**src/verilog/gtr_consts.vh**
```
`ifndef GTR_CONSTS_VH
`define GTR_CONSTS_VH
// register addresses
`define GTR_ADDR_GRAY_CFG 8'h3c
`define GTR_ADDR_MODE 8'h92
`define GTR_ADDR_TRIGGER 8'ha4
`define GTR_ADDR_TEMP_BASE 8'h60
`define GTR_ADDR_TEMP_LAST 8'h67
`define GTR_ADDR_CAL_BASE 8'he8
// reset and command values
`define GTR_GRAY_CFG_RESET 8'h26
`define GTR_MODE_RESET 8'h00
`define GTR_MODE_GRAYSCALE 8'hc4
`define GTR_TRIGGER_CMD 8'h01
// field position: illumination enable inside the grayscale config
`define GTR_CFG_ILLUM_BIT 0
// phase samples per frame, outside grayscale and in grayscale
`define GTR_PHASES_NORMAL 3'h4
`define GTR_PHASES_GRAY 3'h1
// integration time in ns and clock period in ns
`define GTR_INT_TIME_NS 1000
`define GTR_CLK_PERIOD_NS 8
`define GTR_INT_CYCLES \
    ((`GTR_INT_TIME_NS + `GTR_CLK_PERIOD_NS - 1) / `GTR_CLK_PERIOD_NS)
`define GTR_PIXELS 76800
// i2c slave address, arbitrary value
`define GTR_I2C_DEV_ADDR 7'h22
`endif

```
**src/verilog/gtr_readout.v**
```verilog
// What this block does
// - in grayscale mode only the first phase sample is acquired.
// - grayscale readout uses the readout amplifier stage, on all integration.
// - each pixel leaves as a signed 12-bit value of plus or minus 2047.
// - valid data is 0 to +2047 and small negatives pass without clipping.
// - the grayscale settings live in register grayscale_measurement_config, which resets to 0x26.
// - grayscale works with illumination off (ambient) or on.
// - every pixel carries a saturation flag for distance measurements.
// - four temperature values become readable at temperature_result_bank after grayscale.
// - each sensor has a stored offset calibration referenced to 27 C.
// - the temperature grayscale shot runs at 2.5 times lower sensitivity.
// - writing 0xc4 to mode register 0x92 selects grayscale acquisition.
// - acquisition starts on a trigger write or a hardware shutter pulse.
// - vertical sync goes high once the image has been transferred.
`include "gtr_consts.vh"

module gtr_fifo #(
    parameter WIDTH = 13,
    parameter DEPTH = 16,
    parameter AW = 4
) (
    input wire ref_clk_in,
    input wire sys_rst_in,
    input wire in_valid_in,
    output wire in_ready_out,
    input wire [WIDTH-1:0] in_data_in,
    output wire out_valid_out,
    input wire out_ready_in,
    output wire [WIDTH-1:0] out_data_out
);
    reg [WIDTH-1:0] mem [0:DEPTH-1];
    reg [AW-1:0] wptr;
    reg [AW-1:0] rptr;
    reg [AW:0] count;
    wire push;
    wire pop;

    assign in_ready_out = (count != DEPTH[AW:0]);
    assign out_valid_out = (count != {(AW+1){1'b0}});
    assign out_data_out = mem[rptr];
    assign push = in_valid_in && in_ready_out;
    assign pop = out_valid_out && out_ready_in;

    // pointers wrap on power-of-two depth only
    always @(posedge ref_clk_in)
    begin
        if (sys_rst_in)
        begin
            wptr <= {AW{1'b0}};
            rptr <= {AW{1'b0}};
            count <= {(AW+1){1'b0}};
        end
        else
        begin
            if (push)
                wptr <= wptr + 1'b1;
            if (pop)
                rptr <= rptr + 1'b1;
            if (push && !pop)
                count <= count + 1'b1;
            else if (pop && !push)
                count <= count - 1'b1;
        end
    end

    // storage needs no reset
    always @(posedge ref_clk_in)
    begin
        if (push)
            mem[wptr] <= in_data_in;
    end
endmodule

module gtr_readout #(
    parameter INT_CYCLES = `GTR_INT_CYCLES,
    parameter PIXELS = `GTR_PIXELS,
    parameter [7:0] CAL0 = 8'h80,
    parameter [7:0] CAL1 = 8'h80,
    parameter [7:0] CAL2 = 8'h80,
    parameter [7:0] CAL3 = 8'h80
) (
    input wire ref_clk_in,
    input wire sys_rst_in,
    input wire i2c_scl_in,
    input wire i2c_sda_in,
    output wire i2c_sda_out,
    output reg i2c_sda_oe_out,
    input wire shutter_in,
    output wire [1:0] phase_sel_out,
    output wire amp_stage_en_out,
    output wire illum_en_out,
    output wire low_sens_out,
    input wire pix_valid_in,
    output wire pix_ready_out,
    input wire [11:0] pix_data_in,
    input wire pix_sat_in,
    input wire [63:0] temp_in,
    output wire video_valid_out,
    input wire video_ready_in,
    output wire [11:0] video_data_out,
    output wire video_sat_out,
    output reg vsync_out
);
    localparam I_IDLE = 3'h0, I_ADDR = 3'h1, I_AACK = 3'h2, I_WR = 3'h3;
    localparam I_WACK = 3'h4, I_RD = 3'h5, I_RACK = 3'h6;
    localparam A_IDLE = 2'h0, A_INT = 2'h1, A_READ = 2'h2, A_DONE = 2'h3;

    reg [2:0] scl_s;
    reg [2:0] sda_s;
    reg [2:0] sh_s;
    reg [2:0] istate;
    reg [3:0] bitcnt;
    reg [7:0] rx;
    reg [7:0] tx;
    reg rw;
    reg ptr_set;
    reg [7:0] ptr;
    reg [7:0] rdata;
    reg [7:0] gray_cfg;
    reg [7:0] mode;
    reg sw_trig;
    wire [63:0] temp_word;
    wire [15:0] temp_sel;
    reg [1:0] astate;
    reg [2:0] phase;
    reg [31:0] cnt;
    wire scl_rise;
    wire scl_fall;
    wire start_c;
    wire stop_c;
    wire gray;
    wire [2:0] nphase;
    wire fifo_ready;
    wire push;
    wire [12:0] fifo_out;
    wire trig;

    // two-flop sync; only stage 1 onward feeds logic
    always @(posedge ref_clk_in)
    begin
        if (sys_rst_in)
        begin
            scl_s <= 3'h7;
            sda_s <= 3'h7;
            sh_s <= 3'h0;
        end
        else
        begin
            scl_s <= {scl_s[1:0], i2c_scl_in};
            sda_s <= {sda_s[1:0], i2c_sda_in};
            sh_s <= {sh_s[1:0], shutter_in};
        end
    end

    assign scl_rise = scl_s[1] && !scl_s[2];
    assign scl_fall = !scl_s[1] && scl_s[2];
    assign start_c = scl_s[1] && scl_s[2] && !sda_s[1] && sda_s[2];
    assign stop_c = scl_s[1] && scl_s[2] && sda_s[1] && !sda_s[2];
    assign i2c_sda_out = 1'b0;
    // pointer bits 2:1 pick the sensor, bit 0 the byte
    assign temp_sel = temp_word[{ptr[2:1], 4'h0} +: 16];

    // read mux: temps as high/low pairs, cal bytes, config
    always @*
    begin
        rdata = 8'h00;
        if (ptr >= `GTR_ADDR_TEMP_BASE && ptr <= `GTR_ADDR_TEMP_LAST)
            rdata = ptr[0] ? temp_sel[7:0] : temp_sel[15:8];
        else if (ptr == `GTR_ADDR_GRAY_CFG)
            rdata = gray_cfg;
        else if (ptr == `GTR_ADDR_MODE)
            rdata = mode;
        else if (ptr == `GTR_ADDR_CAL_BASE)
            rdata = CAL0;
        else if (ptr == `GTR_ADDR_CAL_BASE + 8'h02)
            rdata = CAL1;
        else if (ptr == `GTR_ADDR_CAL_BASE + 8'h04)
            rdata = CAL2;
        else if (ptr == `GTR_ADDR_CAL_BASE + 8'h06)
            rdata = CAL3;
    end

    // i2c slave: first written byte sets pointer, then auto-increment
    always @(posedge ref_clk_in)
    begin
        if (sys_rst_in)
        begin
            istate <= I_IDLE;
            bitcnt <= 4'h0;
            rx <= 8'h00;
            tx <= 8'h00;
            rw <= 1'b0;
            ptr_set <= 1'b0;
            ptr <= 8'h00;
            gray_cfg <= `GTR_GRAY_CFG_RESET;
            mode <= `GTR_MODE_RESET;
            sw_trig <= 1'b0;
            i2c_sda_oe_out <= 1'b0;
        end
        else
        begin
            sw_trig <= 1'b0;
            if (start_c)
            begin
                istate <= I_ADDR;
                bitcnt <= 4'h0;
                i2c_sda_oe_out <= 1'b0;
            end
            else if (stop_c)
            begin
                istate <= I_IDLE;
                i2c_sda_oe_out <= 1'b0;
            end
            else
            begin
                case (istate)
                    I_ADDR, I_WR:
                    begin
                        if (scl_rise && bitcnt != 4'h8)
                        begin
                            rx <= {rx[6:0], sda_s[1]};
                            bitcnt <= bitcnt + 4'h1;
                        end
                        else if (scl_fall && bitcnt == 4'h8)
                        begin
                            bitcnt <= 4'h0;
                            if (istate == I_ADDR)
                            begin
                                if (rx[7:1] == `GTR_I2C_DEV_ADDR)
                                begin
                                    i2c_sda_oe_out <= 1'b1;
                                    rw <= rx[0];
                                    ptr_set <= 1'b0;
                                    istate <= I_AACK;
                                end
                                else
                                    istate <= I_IDLE;
                            end
                            else
                            begin
                                i2c_sda_oe_out <= 1'b1;
                                istate <= I_WACK;
                                if (!ptr_set)
                                begin
                                    ptr <= rx;
                                    ptr_set <= 1'b1;
                                end
                                else
                                begin
                                    ptr <= ptr + 8'h01;
                                    if (ptr == `GTR_ADDR_GRAY_CFG)
                                        gray_cfg <= rx;
                                    if (ptr == `GTR_ADDR_MODE)
                                        mode <= rx;
                                    if (ptr == `GTR_ADDR_TRIGGER)
                                        sw_trig <= (rx == `GTR_TRIGGER_CMD);
                                end
                            end
                        end
                    end
                    I_AACK, I_WACK, I_RACK:
                    begin
                        if (istate == I_RACK && scl_rise && sda_s[1])
                            istate <= I_IDLE; // master nack ends the read
                        else if (scl_fall)
                        begin
                            if (istate == I_WACK || !rw)
                            begin
                                i2c_sda_oe_out <= 1'b0;
                                istate <= I_WR;
                            end
                            else
                            begin
                                tx <= rdata;
                                i2c_sda_oe_out <= ~rdata[7];
                                bitcnt <= 4'h1;
                                ptr <= ptr + 8'h01;
                                istate <= I_RD;
                            end
                        end
                    end
                    I_RD:
                    begin
                        if (scl_fall)
                        begin
                            if (bitcnt == 4'h8)
                            begin
                                i2c_sda_oe_out <= 1'b0;
                                istate <= I_RACK;
                            end
                            else
                            begin
                                tx <= {tx[6:0], 1'b0};
                                i2c_sda_oe_out <= ~tx[6];
                                bitcnt <= bitcnt + 4'h1;
                            end
                        end
                    end
                    default:
                        i2c_sda_oe_out <= 1'b0;
                endcase
            end
        end
    end

    assign gray = (mode == `GTR_MODE_GRAYSCALE);
    assign nphase = gray ? `GTR_PHASES_GRAY : `GTR_PHASES_NORMAL;
    assign trig = sw_trig || (sh_s[1] && !sh_s[2]);
    assign push = (astate == A_READ) && pix_valid_in && fifo_ready;
    assign pix_ready_out = (astate == A_READ) && fifo_ready;
    assign phase_sel_out = phase[1:0];
    // amplifier held for the whole integration in grayscale
    assign amp_stage_en_out = gray && (astate == A_INT);
    assign illum_en_out = (astate == A_INT)
        && (!gray || gray_cfg[`GTR_CFG_ILLUM_BIT]);
    assign low_sens_out = gray && (astate != A_IDLE);

    // acquisition sequencer; triggers outside idle are ignored
    always @(posedge ref_clk_in)
    begin
        if (sys_rst_in)
        begin
            astate <= A_IDLE;
            phase <= 3'h0;
            cnt <= 32'h0;
            vsync_out <= 1'b0;
        end
        else
        begin
            case (astate)
                A_IDLE:
                    if (trig)
                    begin
                        vsync_out <= 1'b0;
                        phase <= 3'h0;
                        cnt <= 32'h0;
                        astate <= A_INT;
                    end
                A_INT:
                    if (cnt == INT_CYCLES - 1)
                    begin
                        cnt <= 32'h0;
                        astate <= A_READ;
                    end
                    else
                        cnt <= cnt + 32'h1;
                A_READ:
                    if (push)
                    begin
                        if (cnt == PIXELS - 1)
                        begin
                            cnt <= 32'h0;
                            if (phase == nphase - 3'h1)
                                astate <= A_DONE;
                            else
                            begin
                                phase <= phase + 3'h1;
                                astate <= A_INT;
                            end
                        end
                        else
                            cnt <= cnt + 32'h1;
                    end
                A_DONE:
                    if (!video_valid_out)
                    begin
                        vsync_out <= 1'b1;
                        astate <= A_IDLE;
                    end
                default:
                    astate <= A_IDLE;
            endcase
        end
    end

    // latch sensor words at end of grayscale read; one owner per word
    genvar g;
    generate
        for (g = 0; g < 4; g = g + 1)
        begin : tsens
            reg [15:0] word;
            always @(posedge ref_clk_in)
            begin
                if (sys_rst_in)
                    word <= 16'h0000;
                else if (push && gray && cnt == PIXELS - 1)
                    word <= temp_in[16*g+15:16*g];
            end
            assign temp_word[16*g+15:16*g] = word;
        end
    endgenerate

    // signed 12-bit passes unclipped; sat flag rides with each pixel
    gtr_fifo #(
        .WIDTH(13),
        .DEPTH(16),
        .AW(4)
    ) u_fifo (
        .ref_clk_in(ref_clk_in),
        .sys_rst_in(sys_rst_in),
        .in_valid_in(push),
        .in_ready_out(fifo_ready),
        .in_data_in({pix_sat_in, pix_data_in}),
        .out_valid_out(video_valid_out),
        .out_ready_in(video_ready_in),
        .out_data_out(fifo_out)
    );

    assign video_data_out = fifo_out[11:0];
    assign video_sat_out = fifo_out[12];
endmodule
```
**config.mk**
```make
export PLATFORM = sky130hd
export DESIGN_NAME = gtr_readout
export DESIGN_NICKNAME = d
export VERILOG_FILES = /design/src/verilog/gtr_readout.v
export VERILOG_INCLUDE_DIRS = /design/src /design/src/verilog
export SDC_FILE = /design/constraint.sdc
export NUM_CORES = 1
export LEC_CHECK = 0
export ABC_CLOCK_PERIOD_IN_PS = 3000
export BUFFER_PORTS_ARGS = -buffer_cell sky130_fd_sc_hd__buf_2
export CAP_MARGIN = 20
export CELL_PAD_IN_SITES_DETAIL_PLACEMENT = 0
export CELL_PAD_IN_SITES_GLOBAL_PLACEMENT = 1
export CORE_AREA = 4 4 163 243
export CTS_CLUSTER_SIZE = 28
export DETAILED_ROUTE_END_ITERATION = 8
export DIE_AREA = 0 0 167 247
export GPL_ROUTABILITY_DRIVEN = 0
export HOLD_SLACK_MARGIN = 0.06
export PLACE_DENSITY_LB_ADDON = 0.1
export SLEW_MARGIN = 20
export SYNTH_ARGS = -nofsm -noshare
export SYNTH_HDL_FRONTEND = slang
export SYNTH_SLANG_ARGS = --single-unit
```
**constraint.sdc**
```tcl
create_clock -name ref_clk_in -period 3 [get_ports ref_clk_in]
set_input_delay 0.45 -clock ref_clk_in [delete_from_list [all_inputs] [get_ports ref_clk_in]]
set_output_delay 0.45 -clock ref_clk_in [all_outputs]
set_load 0.02 [all_outputs]
```
Yosys cells after proc, flatten, opt, wreduce, memory -nomap -nowiden:

Memories as Yosys holds them, arrays and structs flattened. A register that Yosys moved wholly into a read port is not among the register bits.
Cells that the tools add are included.

* add/sub/neg operators: 9
* $lt $le $gt $ge: 2
* equal/unequal tests: 49
* shifts and indexed selects: 1
* muxes and demuxes: 81
* bitwise logic cells: 10
* reduce and logical (&&, ||, !) cells: 68

Operators with widths (number)
* 32-bit two-way mux: 4
* 8-bit two-way mux: 15
* 32-bit one-hot mux with 3 select lines: 1
* 64-bit by 7-bit indexed part select with 16-bit output: 1
* 8-bit equality test, second input constant: 7
* 3-bit two-way mux: 13
* 4-bit two-way mux: 9
* 7-bit two-way mux: 5
* 32-bit by 1-bit adder with 32-bit output, second input constant: 1
* 32-bit by 17-bit equality test with 1-bit output, second input constant: 1
* 32-bit by 7-bit equality test with 1-bit output, second input constant: 1
* 8-bit AND reduction: 4
* 2-bit != test, second input constant: 13
* 1-bit logical AND: 25
* 6-bit AND reduction: 4
* 4-bit != test, second input constant: 5
* 1-bit two-way mux: 17
* 8-bit one-hot mux with 2 select lines: 1
* 2-bit two-way mux: 7
* 7-bit one-hot mux with 2 select lines: 1
* 4-bit by 1-bit adder with 4-bit output, second input constant: 3
* 4-bit one-hot mux with 3 select lines: 1
* 2-bit nonzero test: 6
* 5-bit two-way mux: 2
* 39 further kinds: 73

* bits in registers: 174
* memory bits (writable): 208
* input port bits: 84
* output and inout port bits: 23
* logic and storage cells: 247
* memories: 1

Memory list
* u_fifo.mem: depth 16, width 13, read ports 1, clocked after Yosys merged registers in 1, write ports 1, line gtr_readout.v:31 `reg [WIDTH-1:0] mem [0:DEPTH-1];`

Logic depth before layout (Yosys ltp):

* depth in word-level cells: 13
* mapped depth: 15
* mapped depth without buffers: 14

Hierarchy:

A second synthesis with hierarchy kept.

* cells, all modules: 1386
* area total of the unflattened synthesis: 16564.6 um^2

By module, submodules not included
* gtr_fifo: instances 1, cells each 432, area each 8733.4 um^2, seq. area each 6586.3 um^2
* gtr_readout: instances 1, cells each 954, area each 7831.3 um^2, seq. area each 3223.1 um^2

Worst setup path before layout:

OpenSTA, ideal clock, no wires.

* path type: register to register
* from: reg astate[0]
* to: reg u_fifo.count[4]
* setup time: 70 ps
* arrival: 3151 ps
* required time: 2930 ps
* setup slack: -222 ps
* cell stages (with the launch flop): 15
* path buffers: 1
* period minus slack after synthesis: 3222 ps
* cell sequence: dfxtp_1 -> inv_1 -> ha_1 -> inv_1 -> a21oi_1 -> and2_1 -> buf_2 -> ha_1 -> inv_1 -> fa_1 -> a21o_1 -> a21oi_1 -> xnor2_1 -> or3_1 -> a21oi_1

* cells in the longest elaborated chain, start to end: 7
* elaborated cells on any way between the ends: 9
* those cells by class: eq/ne (1); mux (1); reduce/logical (7)

Ends and longest elaborated chain
* from (decl): line gtr_readout.v:124 `reg [1:0] astate;`
* from (signal assigned): line gtr_readout.v:323 `astate <= A_IDLE;`
* from (signal assigned): line gtr_readout.v:337 `astate <= A_INT;`
* from (signal assigned): line gtr_readout.v:343 `astate <= A_READ;`
* 2-bit equality test (*): line gtr_readout.v:309 `assign push = (astate == A_READ) && pix_valid_in && fifo_ready;`
* 1-bit logical AND (*) (2 in a row): line gtr_readout.v:309
* 1-bit logical AND (*): line gtr_readout.v:41 `assign push = in_valid_in && in_ready_out;`
* via u_fifo.push: line gtr_readout.v:35 `wire push;`
* 1-bit logical NOT: line gtr_readout.v:61 `else if (pop && !push)`
* 1-bit logical AND: line gtr_readout.v:61
* 2-bit nonzero test (no line)
* to (signal assigned): line gtr_readout.v:51 `count <= {(AW+1){1'b0}};`
* to (signal assigned): line gtr_readout.v:60 `count <= count + 1'b1;`
* to (signal assigned): line gtr_readout.v:62 `count <= count - 1'b1;`
* to (decl): line gtr_readout.v:34 `reg [AW:0] count;`

Mark *: on every way through the listed nets, which the timed path passes. The rest lies on a longest branch.
A chain may end at the register's enable or synchronous reset.

==> impl_summary.md <==
Status
The flow ran to the end, and the final reports show no timing, DRC or antenna violations.

Synth
For this run, the number of Yosys warnings is 0. By instance count, the leading cell after synthesis is edfxtp_1. By area the synthesized netlist is led by edfxtp_1 37%, dfxtp_1 21%, mux4_2 11%.

Of all flip-flops after synthesis, the portion carrying an async set or reset was 0%. In the synthesized netlist the dominant register cell turns out to be edfxtp_1. The area share of the largest cell type after synthesis is a little under two fifths. The synthesized design contains between 200 and 250 enable-type register cells. The synthesized design spends more area on one cell type than any other, namely edfxtp_1. Yosys mapped the design onto 77 distinct sky130hd cell types. The total of flip-flops plus latches after synthesis is about 390.

Summing every instance area after synthesis gives about 17000 sq um. After synthesis, flip-flops and latches occupy about 59% of the total area. The synthesized net count is 1410. The synthesized area divided by synthesized cell count is roughly 13 sq um. The synthesized instance count is ~1300. By count the netlist is led by 208 x edfxtp_1, 178 x dfxtp_1, 160 x nor2_1.

Hold path
Along the worst hold path, the cell count comes to 2. The worst min-delay path category is input port to register.

Global route
The via count of the first global-routing pass is roughly 11000. The initial antenna violation count is 0. The pin count of the biggest net entering global routing is just over 60. The wire length of the first global-routing pass is between 60 and 70 mm. In this run the most used layer during global routing was met2. Global routing consumed, on the met3 layer, 3.12% of the routing resources. The routing usage on met2 is 35.4%. The total congestion overflow is 0. Global routing used a little under a fifth of the available tracks. For this run, global-route usage on met1 was measured as 21.8%.

Setup path
Together, buffers and inverters on the worst path number 2. Walking the worst path, the cells encountered are clkbuf_16 > mux4_2 > mux4_2 > buf_2. STA classifies the critical path endpoint as a primary output. The most numerous cell on the critical path is mux4_2. The worst register-to-register path has a setup slack of around 0.22 ns. Counting buffers and inverters, the worst setup path is 4 cells deep. The endpoint arrival time on the critical path is about 2.5 ns. The worst setup path is launched from a register. The cell with the biggest individual delay on the critical path is mux4_2. STA puts the critical path data required time at around 2.6 ns.

For this run, the slowest stage of the critical path takes 0.54 ns. The critical path's top delay family is multiplexers. The worst setup path is of the register to primary output kind. For the worst flop-to-flop path, the logic depth is 13. The maximum fanout along the worst path is 10.

Power and ir drop
In this run the power density over the cells is 674 nW/um^2. The share of power burned in combinational logic is between 10% and 20%. The analysis attributes to cell leakage a power of between 0.007 and 0.008 uW. In this run switching power makes up between 20% and 30% of total power. Summed over all nets, the switching power comes to around 3300 uW. Of the total power, registers draw about 44%. Cell internal power was estimated by the tool at between 9000 and 10000 uW. The peak ir drop on the vdd network is approximately 0.4 mV. The clock network burns a little under two fifths of the power.

Route
After detailed routing, the number of remaining DRC violations is 0. In the final routed layout, each cell accounts on average for about 20 microns. The number of DRC markers after the initial detailed-route iteration is between 600 and 700. The detail route stage leaves a number of antenna-violating nets equal to 0. In the routed layout, each cell is associated on average with a via count of roughly 5.6. The final route contains 10800 vias.

The first detailed-routing pass took 5 iterations. The total wire length after detailed routing is just under 40 mm.

Cells and area
The final layout contains 1529 nets. The count of placed standard cells in the final layout, fillers left out is ~1900. The repair_antennas step left the layout with diodes totalling 0. The ratio of cells with drive above 1 in the final layout is between 20% and 30%.

Compared with the post-synthesis result, the final layout area differs by 16.0%.

Placement
The post-detailed-placement half-perimeter wirelength is approximately 26 mm. The count of buffers inserted at the top-level ports is 105. In this run, placement finished with an instance count of between 1500 and 2000. Timing analysis after detailed placement gives a worst setup slack of ~0.13 ns.

Flow run
Across the run, the number of max-cap violations was 0.

Clock tree
The later pin in the worst-skew pair is clocked with a latency of roughly 0.54 ns. The number of buffers added by the clock tree synthesis step is 39. The H-tree was split into 2 levels. The total number of clock tree sinks is between 300 and 400. TritonCTS built the clock tree.

The clock root buffer master is clkbuf_16. The clock passes through at most 3 buffers. After clock tree synthesis, the clock-pin slew on the worst setup and hold paths is about 0.060 ns.

The number of hold buffers added after CTS is 0.

Floorplanning
The die boundary height is between 200 and 250 microns. The floorplan has 87 rows. The die is 167 microns wide. The boundary pin count is 107. The floorplan step defined a core boundary enclosing 37600 sq um. The die area is 41200 sq um.

For this configuration, the core starts out at a cell density of approximately 44%.

STA
Setup slack closes at 0.0682 ns. The final critical path takes up between 90% and 100% of the cycle. The worst path needs 2.93 ns of the cycle, external delays included. Headroom to the max-slew limit came out at ~44%.

The maximum clock skew at final layout is 0.0184 ns. Setup repair after global routing left no endpoint under its margin. For the pin with the worst max-slew slack, the measured transition is approximately 0.83 ns.

The count of final max-slew check failures is 0. The number of endpoints with negative hold slack in the final report is 0. Setup violations remaining at the end of the flow were counted as 0. The upper clock frequency limit is 0.341 GHz. Adding up every negative setup slack in the final design gives 0 ns.
==> sequential cells by signal (all words and copies together), names as in the netlist, 4 cells and up, named ones only <==
| signal | cells |
|---|---|
| u_fifo.mem | 208 |
| tsens.word | 64 |
| cnt | 32 |
| gray_cfg | 8 |
| mode | 8 |
| ptr | 8 |
| rx | 8 |
| tx | 7 |
| u_fifo.count | 5 |
| bitcnt | 4 |
| u_fifo.rptr | 4 |
| u_fifo.wptr | 4 |
==> layout by cell type (no fill, tap or decap), types with 6 or more instances in the layout <==
cell and n:
edfxtp_1 208, dfxtp_1 176, nor2_1 160, buf_2 104, mux2i_1 91, nand2_1 81
mux4_2 81, buf_4 47, a21oi_1 45, nand3_1 43, clkbuf_16 42, o21ai_0 25
inv_1 21, ha_1 21, nor4_1 18, o211ai_1 17, nand2b_1 15, nor3_1 15
a31oi_1 15, and3_1 13, nand4_1 11, or4_1 11, clkinv_2 10, xnor2_1 9
nand3b_1 9, a211oi_1 8, xor2_1 8, a22oi_1 8, or2_2 7, nor2b_1 7
and2_1 6, o22ai_1 6, clkbuf_8 6
==> final timing paths <==
check,start,end
min reg2reg,scl_s[0],scl_s[1]
max reg2reg,astate[0],u_fifo.count[4]
min,i2c_scl_in,scl_s[0]
max,register,video_data_out[0]
==> timing repair <==
action                     CTS  global route
setup endpoints to repair    0            12
gates resized for setup      0             3
buffers inserted             0             5
==> per-stage QoR <==
stage          util [%]  power [uW]  instance area (sq um)  hold slack (ns)
2_1_floorplan         -        7370                  16700            0.389
3_3_place_gp       47.8        8060                  17900            0.402
3_5_place_dp       47.8        8080                  17900            0.404
4_1_cts            51.3       13100                  19300           0.0658
5_1_grt            51.6       13600                  19400           0.0842
6_report           51.6       13100                  19400           0.0958
==> routing by layer <==
metal	part of all wire, %	wire, microns	vias to the layer above
met2	54	21300	236
met1	39	15200	5335
met5	0	0	-
met3	4.2	1670	63
li1	-	-	5159
met4	3.0	1200	0
==> power by group through the flow <==
stage	sequential, uW	combinational, uW	clock [uW]
final	5760	2330	4970
after global routing	5760	2530	5340
after CTS	5740	2230	5130
after detailed placement	5850	2220	0
after global placement	5850	2210	0
after floorplan	5810	1560	0
==> layout make-up <==
type / count / area, sq um
inverter: 23 / 86.3
fill: 3335 / 18200
sequential: 386 / 9810
timing repair buffer: 159 / 1050
clock inverter: 20 / 221
multi-input combinational: 813 / 6490
tap: 489 / 612
clock buffer: 51 / 1100
==> cells by family after synthesis <==
kind of cell | share of synthesized area (%)
and+or+nand+nor | 12.4
DFF | 58.7
AOI/OAI and AO/OA | 7.00
muxes | 16.4
buffers and inverters | 2.85
adders and majority gates | 1.77
xor gates and xnor gates | 0.891
other | 0.0224
Note: power is estimated with default switching activity, not from simulation.
